File: config.mk
export PLATFORM = sky130hd
export DESIGN_NAME = stereo_adc_serial_port
export DESIGN_NICKNAME = d
export VERILOG_FILES = /design/src/rtl/stereo_adc_pkg.sv /design/src/rtl/stereo_adc_serial_port.sv
export SDC_FILE = /design/constraint.sdc
export NUM_CORES = 1
export LEC_CHECK = 0
export ABC_AREA = 1
export BUFFER_PORTS_ARGS = -buffer_cell sky130_fd_sc_hd__buf_4
export CELL_PAD_IN_SITES_DETAIL_PLACEMENT = 0
export CELL_PAD_IN_SITES_GLOBAL_PLACEMENT = 1
export CORE_MARGIN = 3
export CORE_UTILIZATION = 47
export CTS_CLUSTER_SIZE = 20
export DETAILED_ROUTE_END_ITERATION = 16
export HOLD_SLACK_MARGIN = 0.05
export PLACE_DENSITY_LB_ADDON = 0.1
export SETUP_SLACK_MARGIN = 0.15
export SLEW_MARGIN = 5
export SYNTH_ARGS = -nofsm -noshare
export SYNTH_HDL_FRONTEND = slang
export SYNTH_SLANG_ARGS = --single-unit
File: constraint.sdc
create_clock -name CLOCK_I -period 3.2 [get_ports CLOCK_I]
set_input_delay 0 -clock CLOCK_I [delete_from_list [all_inputs] [get_ports CLOCK_I]]
set_output_delay 0 -clock CLOCK_I [all_outputs]
set_load 0.005 [all_outputs]
File: src/rtl/stereo_adc_pkg.sv
// Purpose: Shared constants and types for the stereo ADC serial port
// Assumes: One master clock domain, sample pairs of two 16-bit words
// Notes: Divide select codes are {high, low}
package stereo_adc_pkg;
  localparam int WORD_BITS = 16;
  localparam int FRAME_TICKS = 128;
  localparam int BUF_DEPTH = 2;
  localparam logic [6:0] FRAME_CNT_RESET = 7'h00;
  localparam logic [4:0] BIT_POS_DATA_END = 5'h10;
  localparam logic [4:0] BIT_POS_MAX = 5'h1f;
  localparam logic [1:0] DIV_CNT_RESET = 2'h0;

  typedef enum logic [1:0] {
    DIV_POWER_DOWN = 2'b00,
    DIV_BY_ONE = 2'b01,
    DIV_BY_TWO = 2'b10,
    DIV_BY_THREE = 2'b11
  } div_sel_t;

  typedef struct packed {
    logic [WORD_BITS-1:0] left;
    logic [WORD_BITS-1:0] right;
  } stereo_pair_t;
endpackage

File: src/rtl/stereo_adc_serial_port.sv
// Purpose: Clock division and serial output port of a stereo audio ADC
// Assumes: All inputs synchronous to CLOCK_I except slave frame/bit clock
// Notes: Converter results enter through a two-entry buffer
// Operation
// - Sample clock is master clock over 1/2/3.
// - One stereo frame per 128 sample clocks.
// - Frame sync and bit clock are bidirectional.
// - Frame sync realigns transmitter and dividers.
// - Left while sync high, right while low.
// - Data changes on bit clock rising edge.
// - Slave bit clock resampled by sample clock.
// - MSB first, left word before right.
// - Slave inputs sampled on master clock rise.
// - Slave select low drives, high receives.
// - Divide code zero means power down.
module stereo_adc_serial_port #(
  parameter int DEPTH = stereo_adc_pkg::BUF_DEPTH
) (
  input wire logic CLOCK_I,
  input wire logic RESET_N_I,
  input wire logic CLOCK_DIVIDE_SELECT_LOW_I,
  input wire logic CLOCK_DIVIDE_SELECT_HIGH_I,
  input wire logic SLAVE_SELECT_INPUT_I,
  input wire logic SAMPLE_VALID_I,
  input wire stereo_adc_pkg::stereo_pair_t SAMPLE_I,
  output logic SAMPLE_READY_O,
  input wire logic FRAME_SYNC_I,
  output logic FRAME_SYNC_O,
  output logic FRAME_SYNC_OE_O,
  input wire logic BIT_CLOCK_I,
  output logic BIT_CLOCK_O,
  output logic BIT_CLOCK_OE_O,
  output logic SERIAL_DATA_OUT_O,
  output logic SAMPLE_TICK_O,
  output logic POWER_DOWN_O
);
  localparam int PTR_W = (DEPTH > 1) ? $clog2(DEPTH) : 1;
  localparam int CNT_W = $clog2(DEPTH + 1);

  stereo_adc_pkg::div_sel_t div_sel;
  logic power_down, slave;
  logic [1:0] div_last, div_cnt_r;
  logic tick_r;
  logic [6:0] frame_cnt_r;
  logic bclk_s1_r, bclk_s2_r, fs_s1_r, fs_s2_r, fs_s3_r;
  logic bclk_c_r, fs_c_r;
  logic fs_edge_raw, bclk_rise, half_start, fs_lvl;
  logic [stereo_adc_pkg::WORD_BITS-1:0] sh_r, cur_word;
  logic [4:0] pos_r, cur_pos;
  logic chan_left_r;
  stereo_adc_pkg::stereo_pair_t buf_mem [DEPTH];
  stereo_adc_pkg::stereo_pair_t out_pair_r;
  logic [PTR_W-1:0] wr_ptr_r, rd_ptr_r;
  logic [CNT_W-1:0] count_r, count_nxt;
  logic push, pop;

  assign div_sel = stereo_adc_pkg::div_sel_t'({CLOCK_DIVIDE_SELECT_HIGH_I,
                                              CLOCK_DIVIDE_SELECT_LOW_I});
  assign power_down = (div_sel == stereo_adc_pkg::DIV_POWER_DOWN);
  assign slave = SLAVE_SELECT_INPUT_I;

  always_comb begin
    unique case (div_sel)
      stereo_adc_pkg::DIV_BY_TWO: div_last = 2'h1;
      stereo_adc_pkg::DIV_BY_THREE: div_last = 2'h2;
      default: div_last = 2'h0;
    endcase
  end

  // Two flops for bit clock, three for frame sync; the sync realign edge uses the second and third
  always_ff @(posedge CLOCK_I or negedge RESET_N_I) begin
    if (!RESET_N_I) begin
      bclk_s1_r <= 1'b0;
      bclk_s2_r <= 1'b0;
      fs_s1_r <= 1'b0;
      fs_s2_r <= 1'b0;
      fs_s3_r <= 1'b0;
    end else begin
      bclk_s1_r <= BIT_CLOCK_I;
      bclk_s2_r <= bclk_s1_r;
      fs_s1_r <= FRAME_SYNC_I;
      fs_s2_r <= fs_s1_r;
      fs_s3_r <= fs_s2_r;
    end
  end

  assign fs_edge_raw = slave && (fs_s2_r != fs_s3_r);

  // Sample clock divider, restarted by a slave frame sync edge
  always_ff @(posedge CLOCK_I or negedge RESET_N_I) begin
    if (!RESET_N_I) begin
      div_cnt_r <= stereo_adc_pkg::DIV_CNT_RESET;
      tick_r <= 1'b0;
    end else if (power_down) begin
      div_cnt_r <= stereo_adc_pkg::DIV_CNT_RESET;
      tick_r <= 1'b0;
    end else if (fs_edge_raw) begin
      div_cnt_r <= stereo_adc_pkg::DIV_CNT_RESET;
      tick_r <= 1'b0;
    end else if (div_cnt_r >= div_last) begin
      div_cnt_r <= stereo_adc_pkg::DIV_CNT_RESET;
      tick_r <= 1'b1;
    end else begin
      div_cnt_r <= div_cnt_r + 2'h1;
      tick_r <= 1'b0;
    end
  end

  // Frame position; 7 bits wrap at 128 ticks
  always_ff @(posedge CLOCK_I or negedge RESET_N_I) begin
    if (!RESET_N_I) begin
      frame_cnt_r <= stereo_adc_pkg::FRAME_CNT_RESET;
    end else if (power_down || (fs_edge_raw && fs_s2_r)) begin
      frame_cnt_r <= stereo_adc_pkg::FRAME_CNT_RESET;
    end else if (tick_r) begin
      frame_cnt_r <= frame_cnt_r + 7'h01;
    end
  end

  // Slave clocks resampled on the sample clock to keep data edges quiet
  always_ff @(posedge CLOCK_I or negedge RESET_N_I) begin
    if (!RESET_N_I) begin
      bclk_c_r <= 1'b0;
      fs_c_r <= 1'b0;
    end else if (tick_r) begin
      bclk_c_r <= bclk_s2_r;
      fs_c_r <= fs_s2_r;
    end
  end

  always_comb begin
    if (slave) begin
      bclk_rise = tick_r && bclk_s2_r && !bclk_c_r;
      half_start = tick_r && (fs_s2_r != fs_c_r);
      fs_lvl = fs_s2_r;
    end else begin
      bclk_rise = tick_r && frame_cnt_r[0];
      half_start = tick_r && (frame_cnt_r[5:0] == 6'h00);
      fs_lvl = !frame_cnt_r[6];
    end
  end

  // Master pins: bit clock is two ticks, sync high for the left half
  always_ff @(posedge CLOCK_I or negedge RESET_N_I) begin
    if (!RESET_N_I) begin
      BIT_CLOCK_O <= 1'b0;
      FRAME_SYNC_O <= 1'b0;
      BIT_CLOCK_OE_O <= 1'b0;
      FRAME_SYNC_OE_O <= 1'b0;
    end else begin
      BIT_CLOCK_OE_O <= !slave;
      FRAME_SYNC_OE_O <= !slave;
      if (slave || power_down) begin
        BIT_CLOCK_O <= 1'b0;
        FRAME_SYNC_O <= 1'b0;
      end else if (tick_r) begin
        BIT_CLOCK_O <= frame_cnt_r[0];
        FRAME_SYNC_O <= !frame_cnt_r[6];
      end
    end
  end

  always_comb begin
    if (half_start) begin
      cur_pos = 5'h00;
      if (!fs_lvl) cur_word = out_pair_r.right;
      else if (count_r != '0) cur_word = buf_mem[rd_ptr_r].left;
      else cur_word = out_pair_r.left;
    end else begin
      cur_pos = pos_r;
      cur_word = sh_r;
    end
  end

  // Word shifter; zeros fill the unused bit slots of each half
  always_ff @(posedge CLOCK_I or negedge RESET_N_I) begin
    if (!RESET_N_I) begin
      sh_r <= '0;
      pos_r <= stereo_adc_pkg::BIT_POS_MAX;
      SERIAL_DATA_OUT_O <= 1'b0;
      chan_left_r <= 1'b0;
    end else if (power_down) begin
      pos_r <= stereo_adc_pkg::BIT_POS_MAX;
      SERIAL_DATA_OUT_O <= 1'b0;
    end else begin
      if (half_start) chan_left_r <= fs_lvl;
      if (bclk_rise) begin
        SERIAL_DATA_OUT_O <= (cur_pos < stereo_adc_pkg::BIT_POS_DATA_END)
                             && cur_word[stereo_adc_pkg::WORD_BITS-1];
        sh_r <= {cur_word[stereo_adc_pkg::WORD_BITS-2:0], 1'b0};
        if (cur_pos != stereo_adc_pkg::BIT_POS_MAX) pos_r <= cur_pos + 5'h01;
        else pos_r <= cur_pos;
      end else if (half_start) begin
        sh_r <= cur_word;
        pos_r <= cur_pos;
      end
    end
  end

  // Buffer: a left half start takes a new pair only if one is waiting, else repeats the last
  assign push = SAMPLE_VALID_I && SAMPLE_READY_O;
  assign pop = half_start && fs_lvl && (count_r != '0);
  assign count_nxt = count_r + CNT_W'(push) - CNT_W'(pop);

  always_ff @(posedge CLOCK_I or negedge RESET_N_I) begin
    if (!RESET_N_I) begin
      wr_ptr_r <= '0;
      rd_ptr_r <= '0;
      count_r <= '0;
      SAMPLE_READY_O <= 1'b0;
      out_pair_r <= '0;
    end else begin
      count_r <= count_nxt;
      SAMPLE_READY_O <= (count_nxt != CNT_W'(DEPTH));
      if (push) begin
        wr_ptr_r <= (wr_ptr_r == PTR_W'(DEPTH - 1)) ? '0 : wr_ptr_r + 1'b1;
      end
      if (pop) begin
        out_pair_r <= buf_mem[rd_ptr_r];
        rd_ptr_r <= (rd_ptr_r == PTR_W'(DEPTH - 1)) ? '0 : rd_ptr_r + 1'b1;
      end
    end
  end

  // Storage needs no reset; only entries behind count are read
  always_ff @(posedge CLOCK_I) begin
    if (push) buf_mem[wr_ptr_r] <= SAMPLE_I;
  end

  always_ff @(posedge CLOCK_I or negedge RESET_N_I) begin
    if (!RESET_N_I) begin
      SAMPLE_TICK_O <= 1'b0;
      POWER_DOWN_O <= 1'b0;
    end else begin
      SAMPLE_TICK_O <= tick_r;
      POWER_DOWN_O <= power_down;
    end
  end

  // Helper: ticks between master frame sync rises
  logic [7:0] gap_cnt_r;
  logic gap_seen_r;
  always_ff @(posedge CLOCK_I or negedge RESET_N_I) begin
    if (!RESET_N_I) begin
      gap_cnt_r <= 8'h00;
      gap_seen_r <= 1'b0;
    end else if (slave || power_down) begin
      gap_cnt_r <= 8'h00;
      gap_seen_r <= 1'b0;
    end else if (tick_r && frame_cnt_r == 7'h00) begin
      gap_cnt_r <= 8'h01;
      gap_seen_r <= 1'b1;
    end else if (tick_r) begin
      gap_cnt_r <= gap_cnt_r + 8'h01;
    end
  end
endmodule

### Word level (Yosys, flattened, before mapping)

Memories as Yosys holds them, arrays and structs flattened.
Cells that the tools add are included.

| word-level totals | value |
|---|---|
| flip-flop bits (word level) | 81 |
| bits in writable memories | 64 |
| bits of input ports | 40 |
| output and inout port bits | 8 |
| word-level logic and storage cells | 98 |
| memories kept | 1 |

| cells by class | value |
|---|---|
| $add $sub $neg | 7 |
| $lt $le $gt $ge | 2 |
| equal/unequal tests | 6 |
| muxes and demuxes | 32 |
| bitwise logic cells | 1 |
| reductions and logical operators | 25 |

Memory list:

| name | depth | width | rd ports | clocked after memory_dff | write ports | RTL line | RTL |
|---|---|---|---|---|---|---|---|
| buf_mem | 2 | 32 | 1 | 0 | 1 | stereo_adc_serial_port.sv:51 | `stereo_adc_pkg::stereo_pair_t buf_mem [DEPTH];` |

Operator list:

| kind | number |
|---|---|
| 16-bit 2-to-1 mux | 5 |
| 5-bit 2-to-1 mux | 5 |
| 1-bit 2-to-1 mux | 16 |
| 7-bit 2-to-1 mux | 2 |
| 1-bit logical AND | 11 |
| 2-bit nonzero test | 5 |
| 7-bit by 1-bit adder with 7-bit output, second input constant | 1 |
| 6-bit zero test | 1 |
| 2-bit 2-to-1 mux | 3 |
| 5-bit by 1-bit adder with 5-bit output, second input constant | 1 |
| 5-bit < comparator, second input constant | 1 |
| 5-bit inequality test, second input constant | 1 |
| 2-bit == test, second input constant | 2 |
| 2-bit one-hot mux with 2 select lines | 1 |
| 1-bit zero test | 3 |
| 3-bit nonzero test | 1 |
| 1-bit adder, second input constant | 2 |
| 2-bit by 1-bit adder with 2-bit output | 1 |
| 2-bit by 1-bit adder with 2-bit output, second input constant | 1 |
| 2-bit >= comparator | 1 |
| 2-bit zero test | 1 |
| 1-bit logical OR | 2 |
| 1-bit inequality test | 2 |
| 2-bit inequality test, second input constant | 1 |
| other kinds (3) | 3 |

### Logic depth before layout (Yosys ltp)

Gate-level depths: netlist of the first run.

| depth | value |
|---|---|
| word-level depth | 8 |
| mapped depth | 13 |
| mapped depth without buffers | 13 |

### Worst setup path before layout of the first run

No wires, ideal clock.

| timing | value |
|---|---|
| path type | reg2reg |
| start point | reg SAMPLE_READY_O |
| end point | mem buf_mem[0][0] (netlist name) (enable) |
| library setup time | 0.421 ns |
| arrival | 1.822 ns |
| required time | 2.779 ns |
| setup slack | 0.957 ns |
| stages on the path, launching flop included | 3 |
| buffers on the path | 0 |
| period minus slack after synthesis | 2.243 ns |
| cell sequence | dfrtp_1 -> nand2_1 -> nor2_1 |

| between the ends | value |
|---|---|
| cells in the longest elaborated chain, start to end | 3 |

RTL lines:

| what | RTL line | RTL |
|---|---|---|
| from (decl) | stereo_adc_serial_port.sv:26 | `output logic SAMPLE_READY_O,` |
| from (signal assigned) | stereo_adc_serial_port.sv:214 | `SAMPLE_READY_O <= (count_nxt != CNT_W'(DEPTH));` |
| 1-bit logical AND | stereo_adc_serial_port.sv:201 | `assign push = SAMPLE_VALID_I && SAMPLE_READY_O;` |
| 1-bit 2-to-1 mux | stereo_adc_serial_port.sv:227 | `if (push) buf_mem[wr_ptr_r] <= SAMPLE_I;` |
| 1-bit 2-to-1 mux (not written as such) | stereo_adc_serial_port.sv:227 |  |
| to (decl) | stereo_adc_serial_port.sv:51 |  |

No other way between the ends.

### Final worst setup path of the first run

| timing | value |
|---|---|
| start point | reg frame_cnt_r[6] |
| end point | reg SAMPLE_READY_O |

| between the ends | value |
|---|---|
| cells in the longest elaborated chain, start to end | 6 |

RTL lines:

| what | RTL line | RTL |
|---|---|---|
| from (decl) | stereo_adc_serial_port.sv:44 | `logic [6:0] frame_cnt_r;` |
| from (signal assigned) | stereo_adc_serial_port.sv:112 | `frame_cnt_r <= stereo_adc_pkg::FRAME_CNT_RESET;` |
| from (signal assigned) | stereo_adc_serial_port.sv:114 | `frame_cnt_r <= stereo_adc_pkg::FRAME_CNT_RESET;` |
| from (signal assigned) | stereo_adc_serial_port.sv:116 | `frame_cnt_r <= frame_cnt_r + 7'h01;` |
| 1-bit zero test | stereo_adc_serial_port.sv:139 | `fs_lvl = !frame_cnt_r[6];` |
| 1-bit 2-to-1 mux | stereo_adc_serial_port.sv:132 | `if (slave) begin` |
| 1-bit logical AND (2 in series) | stereo_adc_serial_port.sv:202 | `assign pop = half_start && fs_lvl && (count_r != '0);` |
| via pop | stereo_adc_serial_port.sv:55 | `logic push, pop;` |
| 2-bit by 1-bit subtractor with 2-bit output | stereo_adc_serial_port.sv:203 | `assign count_nxt = count_r + CNT_W'(push) - CNT_W'(pop);` |
| via count_nxt[1] | stereo_adc_serial_port.sv:54 | `logic [CNT_W-1:0] count_r, count_nxt;` |
| 2-bit inequality test | stereo_adc_serial_port.sv:214 |  |

The timed path passes the listed nets, and every way through them passes these cells.
A chain may end at the register's enable or synchronous reset.

==> metrics.txt, run 1 <==
Crit. Startpoint frame_cnt_r[6]; Data required, critical path approximately 3500 ps; initial antenna violation count 0; CP top delay family simple AND/OR/NAND/NOR gates; synthesis-stage register bit count roughly 150; # fillers 1126; final wirelength between 10000 and 15000 um; die height 122.8 um; startpoint types register; Power Density 829.4 nW/um^2; critical path depth 8; largest stage delay on the critical path 420 ps; Crit Path Max Fanout 25; overall power around 6.5 mW; Slowest cell on crit path dfrtp_1; Synthesized Nets 702; Max Slew Vio Count 0; largest net degree at the start of global routing 82; final worst clock skew 11.88 ps; Root Buffer clkbuf_16; min-delay src CLOCK_DIVIDE_SELECT_LOW_I; layout cell share with drive strength beyond 1 0.1565; Mapped Cells 656; outcome finished clean; die area around 15000 sq um; Ant. Diodes 0; GRT Overall Usage 0.1953; Pre-antenna DRT Iters 4; Tcrit/Tclk final 0.7210; syn_area_per_cell 9.767 sq um; Total Neg Setup Slack 0 ps; Unique masters post-synth 34; fmax 0.4334 GHz; Crit Path Class register to register; Clock Sinks around 150; MaxCap Viol Count 0; Synth Cell Area 6407 sq um; Top FF cell, synth dfrtp_1; most used cell, CP ha_1; CTS tree built; Worst slew margin 0.3089; PortBufs 47; R2R depth 8; chip width 122.8 um; Hold Path Class input port to register; DR vias 4693; crit path cell chain o21ai_4 > inv_4 > nor3_2 > ha_1 > inv_1 > ha_1 > xnor2_1 > nand2_1; Post-CTS Resized 0; Routed Antenna Nets 0; Post-synth EDFFs 64; Final setup viols 0; maximum vdd drop 453.9 uV; LEAKAGE between 3 and 4 nW; final std cells w/o fill 930; worst-margin pin slew ~1000 ps; Worst setup EP type register; Initial DRC Count 313; number of synthesis warnings 0; worst r2r src frame_cnt_r[6]; crit path DAT about 2600 ps; WL per Instance 14.68 um; Core Area 13300 sq um; DP Cell Count 859; first-pass GRT wire length around 23000 um; sequential-to-total area share from yosys stat 0.6173; std cell rows 42; ys async rst share 0.5586; min Tclk post-route 2307 ps; final-stage net count 787; drt via density 5.046; commonest non-fill, non-tap cell in the layout nand2_1; RSZ-0062 raised after global routing no; Hold Fails Final Rpt 0; CTS HTree Levels 4; # IOs 48; worst-skew pair later-pin latency roughly 420 ps; Reg area about 4000 sq um; vias in the first global route 4590; Initial Util 0.4819; Post-route DRC 0; Worst Hold Depth 4; multi-input logic area 2116 sq um; crit path buf inv count 2; clk buf depth 2; P&R area growth vs syn 22.24%; CTS buffer count 17; DP Wirelength 8863 um; most frequent cells in the layout nand2_1 (208), dfrtp_1 (76), nand3_1 (72); gpl congestion 0.8388; CTS clk-pin slew, worst paths 60 ps; GR Overflow Total 0
[worst register-to-register path, stage by stage, from the launching register on]
cell and delay, ps:
dfrtp_1 420, o21ai_4 420, inv_4 230, nor3_2 410, ha_1 310, inv_1 60, ha_1 140, xnor2_1 140
nand2_1 70
[cell usage after synthesis, types with 3 or more instances]
cell	n	area share
nand3_1	72	0.056
o21ai_0	21	0.016
buf_4	5	0.0059
buf_2	15	0.012
o31ai_1	6	0.0070
dfstp_2	5	0.021
inv_1	42	0.025
a22oi_1	5	0.0059
ha_1	6	0.012
edfxtp_1	64	0.30
xor2_1	5	0.0068
nor2_1	60	0.035
dfrtp_1	76	0.30
nand2_4	3	0.0053
o31ai_2	11	0.021
inv_2	3	0.0018
clkbuf_1	4	0.0023
nand4_1	3	0.0029
nor3_1	9	0.0070
nor3b_1	3	0.0035
a21oi_1	13	0.010
nand2_1	208	0.12
buf_6	3	0.0053
[path summary, 6_finish.rpt]
| kind | to | slack (ps) |
|---|---|---|
| max in group asynchronous | sh_r[4] | 2220 |
| setup reg to reg | SAMPLE_READY_O | 890 |
| setup / recovery | SAMPLE_READY_O | 890 |
| hold / removal | pos_r[0] | 40 |
| hold reg to reg | bclk_s2_r | 350 |
| min in group asynchronous | SAMPLE_TICK_O | 320 |
[stage by stage]
step | setup WS (ps) | hold WS (ps) | area [sq um] | utilization
2_1_floorplan | 957.3 | -295.6 | 6407 | -
3_3_place_gp | 946.3 | 110.3 | 6877 | 0.5172
3_5_place_dp | 870.0 | 112.1 | 6877 | 0.5172
4_1_cts | 867.8 | 51.11 | 7833 | 0.5891
5_1_grt | 677.4 | 108.2 | 7833 | 0.5891
6_report | 892.9 | 44.91 | 7833 | 0.5891
[layer usage]
| metal | share of wire | up-vias | global-route usage |
|---|---|---|---|
| met5 | 0 | - | 0 |
| met4 | 0.020 | 0 | 0.07488 |
| met3 | 0.039 | 22 | 0.04240 |
| met2 | 0.48 | 113 | 0.3071 |
| met1 | 0.46 | 2221 | 0.2665 |
| li1 | - | 2337 | - |
[power breakdown]
part           internal (mW)  switching (mW)
Clock                   1.11           0.759
Combinational          0.626            1.22
Sequential              2.53           0.247
[registers in the layout (all words and copies together), names as in the netlist, 2 cells and up]
| signal | cells |
|---|---|
| buf_mem | 64 |
| count_r | 2 |
| div_cnt_r | 2 |
| frame_cnt_r | 7 |
| out_pair_r | 32 |
| pos_r | 5 |
| sh_r | 16 |
[logic make-up (layout without fill, tap and decap cells)]
logic type                 count (synthesis)  count (layout)  share of synthesized area
adders and majority gates                  6               6                    0.01172
DFF                                      145             145                     0.6173
AOI/OAI and AO/OA                         61              61                    0.06854
and+or+nand+nor                          363             363                     0.2396
buffers and inverters                     74             172                    0.05331
xor gates and xnor gates                   7               7                   0.009569
[layout make-up]
cell class                      instances  area share
Sequential cell                       145      0.5050
Multi-Input combinational cell        437      0.2701
Timing Repair Buffer                   93      0.1016
Clock buffer                           20     0.05831
Tap cell                              176     0.02811
Inverter                               47     0.02300
Clock inverter                         12     0.01390
[repair_timing]
item,4_1_cts,5_1_grt
hold buffers,39,0
setup endpoints to repair,0,0
setup buffers,0,0
hold endpoints to repair,150,0
(Power assumes the default switching activity.)
==> run 2: changes to the inputs <==
==> constraint.sdc (replaced) <==
create_clock -name CLOCK_I -period 2.2 [get_ports CLOCK_I]
set_input_delay 0 -clock CLOCK_I [delete_from_list [all_inputs] [get_ports CLOCK_I]]
set_output_delay 0 -clock CLOCK_I [all_outputs]
set_load 0.005 [all_outputs]
==> metrics.txt, run 2 (synthesized netlist as in run 1, its figures left out) <==
outcome finished clean; final worst setup slack around 160 ps; most used cell, CP inv_2; post-place setup slack ~140 ps; layout cell share with drive strength beyond 1 0.1830; Post-route DRC 0; GR Overflow Total 0; Initial DRC Count a little under 300; max reg flops 64; Root Buffer clkbuf_16; drt via density 4.954; Power Density 1214 nW/um^2; Hold Fails Final Rpt 0; GRT Overall Usage 0.1996; DR vias 4716; final worst clock skew 6.344 ps; CTS buffer count 17; worst-margin pin slew about 660 ps; chip width 122.8 um; maximum vdd drop 701.0 uV; final wirelength 13770 um; gpl congestion between 0.8 and 0.9; Final setup viols 0; # fillers 1131; min Tclk post-route 2040 ps; P&R area growth vs syn 26.69%; Initial Util 0.4819; final-stage net count 809; overall power between 9 and 10 mW; first-pass GRT wire length between 20000 and 25000 um; DP Wirelength a little over 9000 um; CTS HTree Levels 4; CP top delay family adder cells; crit path DAT 2350 ps; Hold Path Class input port to register; crit path cell chain inv_2 > ha_4 > inv_2 > nor2_1 > nand3_1 > nand2_2 > nand2_8 > nor3_4 > ha_1 > inv_1 > ha_2 > xnor2_2 > buf_4; # IOs 48; commonest non-fill, non-tap cell in the layout nand2_1; Top Registers buf_mem (64), out_pair_r (32), sh_r (16); Data required, critical path 2510 ps; multi-input logic area 2165 sq um; Biggest register buf_mem; fmax 0.4902 GHz; RSZ-0062 raised after global routing yes; critical path depth 13; WL per Instance 14.47 um; startpoint types register; Worst slew margin 0.5569; vias in the first global route roughly 4700; placed cell areas 6979 sq um; final std cells w/o fill 952; Routed Antenna Nets 0; Max Slew Vio Count 0; die area between 15000 and 20000 sq um; worst-skew pair later-pin latency 420 ps; R2R depth 13; largest net degree at the start of global routing 49; Clock Sinks 145; Ant. Diodes 0; Tcrit/Tclk final 0.9273; CTS clk-pin slew, worst paths 60 ps; Worst setup EP type register; Reg area about 4000 sq um; most frequent cells in the layout nand2_1 (207), dfrtp_1 (76), nand3_1 (72), buf_4 (72), edfxtp_1 (64); die height 122.8 um; Pre-antenna DRT Iters 5; PortBufs 47; MaxCap Viol Count 0; Slowest cell on crit path dfrtp_1; largest stage delay on the critical path around 400 ps; Crit Path Class register to register; Design Area, Final 8118 sq um; Crit Path Max Fanout 8; Worst Hold Depth 6; LEAKAGE roughly 3.7 nW; crit path buf inv count 4; CTS tree built; Core Area between 10000 and 15000 sq um; DP Cell Count 871; initial antenna violation count 0; std cell rows 42; clk buf depth 2
[run 2: cell types whose count changed in the layout (fill, tap and decap cells not counted), moves of 3 or more]
cell,delta
clkbuf_1,+3
inv_1,-3
inv_2,+3
bufinv_16,+3
clkinv_2,-4
clkinv_4,-3
buf_4,+18
[run 2: worst register-to-register path, delay by kind of cell (launching register included)]
family / cells / cell delay, ps
and+or+nand+nor: 5 / 540
adders and majority gates: 3 / 580
DFF: 1 / 400
buffers and inverters: 4 / 330
xor gates and xnor gates: 1 / 80
[run 2: final cells by class]
class	count	share of cell area
repair buffers	115	0.1224
inverters	47	0.02235
multi-input cells	437	0.2666
clock buffers	21	0.05425
flip-flops and latches	145	0.4872
clock inverters	11	0.02004
well taps	176	0.02713
[run 2: power by group]
| part | switching, mW | leakage (nW) | internal (mW) |
|---|---|---|---|
| Combinational | 1.85 | 1.84 | 1.06 |
| Sequential | 0.332 | 1.58 | 3.68 |
| Clock | 1.05 | 0.278 | 1.88 |
| Total | 3.23 | 3.70 | 6.62 |
[run 2: repair_timing]
item / CTS / global route
resized for setup: 2 / 15
hold buffers: 39 / 0
pin swaps: 0 / 6
setup endpoints to repair: 1 / 47
setup buffers: 0 / 10
endpoints found under the hold margin: 120 / 0
gates cloned: 0 / 0
[run 2: path summary, 6_finish.rpt]
kind / from / endpoint / slack [ps]
worst max-delay path: frame_cnt_r[0] / count_r[1] / 160
worst min-delay path: CLOCK_DIVIDE_SELECT_HIGH_I / div_cnt_r[1] / 70
max in group asynchronous: RESET_N_I / out_pair_r[5] / 1420
worst max register to register: frame_cnt_r[0] / count_r[1] / 160
worst min register to register: bclk_s1_r / bclk_s2_r / 360
min in group asynchronous: RESET_N_I / SAMPLE_TICK_O / 160
[run 2: through the flow]
step / hold slack, ps / setup TNS (ps) / util
global route: 123.5 / 0 / 0.6106
detailed placement: 82.99 / 0 / 0.5249
global placement: 84.15 / 0 / 0.5249
finish: 72.98 / 0 / 0.6106
floorplan: -295.6 / -2734 / -
CTS: 65.32 / 0 / 0.6007
[run 2: layer usage]
metal | vias to the layer above | wire length [um] | global-route usage
li1 | 2394 | - | -
met1 | 2224 | 6188 | 0.2597
met2 | 84 | 6943 | 0.3307
met3 | 14 | 464 | 0.04931
met4 | 0 | 174 | 0.06158
met5 | - | 0 | 0
==> run 3: changes to the inputs <==
--- a/config.mk
+++ b/config.mk
@@ -15,6 +15,7 @@
 export DETAILED_ROUTE_END_ITERATION = 16
 export HOLD_SLACK_MARGIN = 0.05
 export PLACE_DENSITY_LB_ADDON = 0.1
+export REMOVE_ABC_BUFFERS = 1
 export SETUP_SLACK_MARGIN = 0.15
 export SLEW_MARGIN = 5
 export SYNTH_ARGS = -nofsm -noshare
==> metrics.txt, run 3 (synthesized netlist as in run 1, its figures left out) <==
maximum vdd drop approximately 610 uV; Initial DRC Count around 320; initial antenna violation count 0; Top Registers buf_mem (64), out_pair_r (32), sh_r (16); std cell rows 42; Root Buffer clkbuf_16; final worst setup slack 274.9 ps; final-stage net count roughly 800; clk buf depth 2; Max Slew Vio Count 0; Core Area 13300 sq um; Final setup viols 0; Clock Sinks 145; DP Wirelength 8473 um; multi-input logic area 2131 sq um; GR Overflow Total 0; RR Endpoint SAMPLE_READY_O; Ant. Diodes 0; crit path DAT 2220 ps; chip width 122.8 um; Reg area 3955 sq um; worst-skew pair later-pin latency roughly 420 ps; CTS buffer count 17; highest routed layer met4; Total Neg Setup Slack 0 ps; Power Density roughly 1200 nW/um^2; CTS tree built; final std cells w/o fill 940; final worst clock skew slightly above 9 ps; startpoint types register; first-pass GRT wire length 23210 um; DR vias about 4700; Post-route DRC 0; gpl congestion 0.7866; Worst slew margin 0.6320; Biggest register buf_mem; PortBufs 47; worst r2r src frame_cnt_r[0]; Worst setup endpoint SAMPLE_READY_O; Worst setup EP type register; Initial Util 0.4819; Crit Path Max Fanout 5; # fillers about 1100; vias in the first global route 4729; worst-margin pin slew ~550 ps; die height roughly 120 um; Hold Path Class input port to async pin; layout cell share with drive strength beyond 1 0.1623; Tcrit/Tclk final 0.8750; Crit Path Class register to register; met3 routed WL approximately 410 um; drt via density 4.977; MaxCap Viol Count 0; P&R area growth vs syn 24.72%; Data required, critical path around 2500 ps; largest net degree at the start of global routing 47; max reg flops 64; CTS HTree Levels 4; Routed Antenna Nets 0; min Tclk post-route 1925 ps; WL per Instance 14.28 um; GRT Overall Usage 0.1981; die area roughly 15000 sq um; r2r setup slk 270 ps; most frequent cells in the layout nand2_1 (208), dfrtp_1 (76), nand3_1 (72); fmax about 0.52 GHz; R2R depth 13; Crit. Startpoint frame_cnt_r[0]; RSZ-0062 raised after global routing yes; Pre-antenna DRT Iters 4; Hold Fails Final Rpt 0; DP Cell Count 868; LEAKAGE 3.660 nW; # IOs 48; M1 WL between 6000 and 7000 um; CTS clk-pin slew, worst paths 60 ps; final wirelength 13430 um; met2 WL 6507 um; outcome finished clean; commonest non-fill, non-tap cell in the layout nand2_1; post-place setup slack 239.8 ps
-- run 3: layout make-up --
type	count	share of cell area
sequential	145	0.4949
multi-input combinational	437	0.2666
timing repair buffer	103	0.1129
clock buffer	20	0.05464
tap	176	0.02756
inverter	47	0.02270
clock inverter	12	0.02067
-- run 3: critical path, cell delays in order, from the launching register on --
cell and delay [ps]:
dfrtp_1 390, inv_1 80, ha_1 140, inv_1 30, nor2_1 70, nand3_1 70
nand2_1 100, nand2_4 100, nor3_4 160, ha_1 250, inv_1 60, ha_1 160
xnor2_1 130, nand2_1 70
-- run 3: metal layers --
metal	track usage	vias up
met3	0.04931	12
met2	0.3167	78
met4	0.06858	0
met5	0	-
met1	0.2644	2226
li1	-	2362
-- run 3: power by group --
group          total [mW]  internal, mW  switching (mW)
clock                2.96          1.88            1.07
sequential           4.00          3.68           0.327
combinational        2.72         0.979            1.74
total                9.68          6.54            3.14
-- run 3: through the flow --
step	util	hold slack (ps)	cell area [sq um]	total power [mW]
after floorplan	-	-295.6	6246	5.810
after global placement	0.5242	17.90	6969	6.667
after detailed placement	0.5242	23.92	6969	6.735
after CTS	0.5996	138.1	7971	9.769
after global routing	0.6011	150.7	7991	10.37
final	0.6011	115.9	7991	9.683
-- run 3: worst min path at each step --
stage | end | depth (start not counted)
after floorplan | BIT_CLOCK_O | 0
after global placement | bclk_c_r | 1
after detailed placement | bclk_c_r | 1
after CTS | bclk_c_r | 2
after global routing | bclk_c_r | 2
final | bclk_c_r | 2
-- run 3: timing repair --
item / 4_1_cts / 5_1_grt
buffers inserted: 0 / 0
resized for setup: 0 / 4
endpoints found under the setup margin: 0 / 35
endpoints found under the hold margin: 149 / 0
hold buffers: 40 / 0
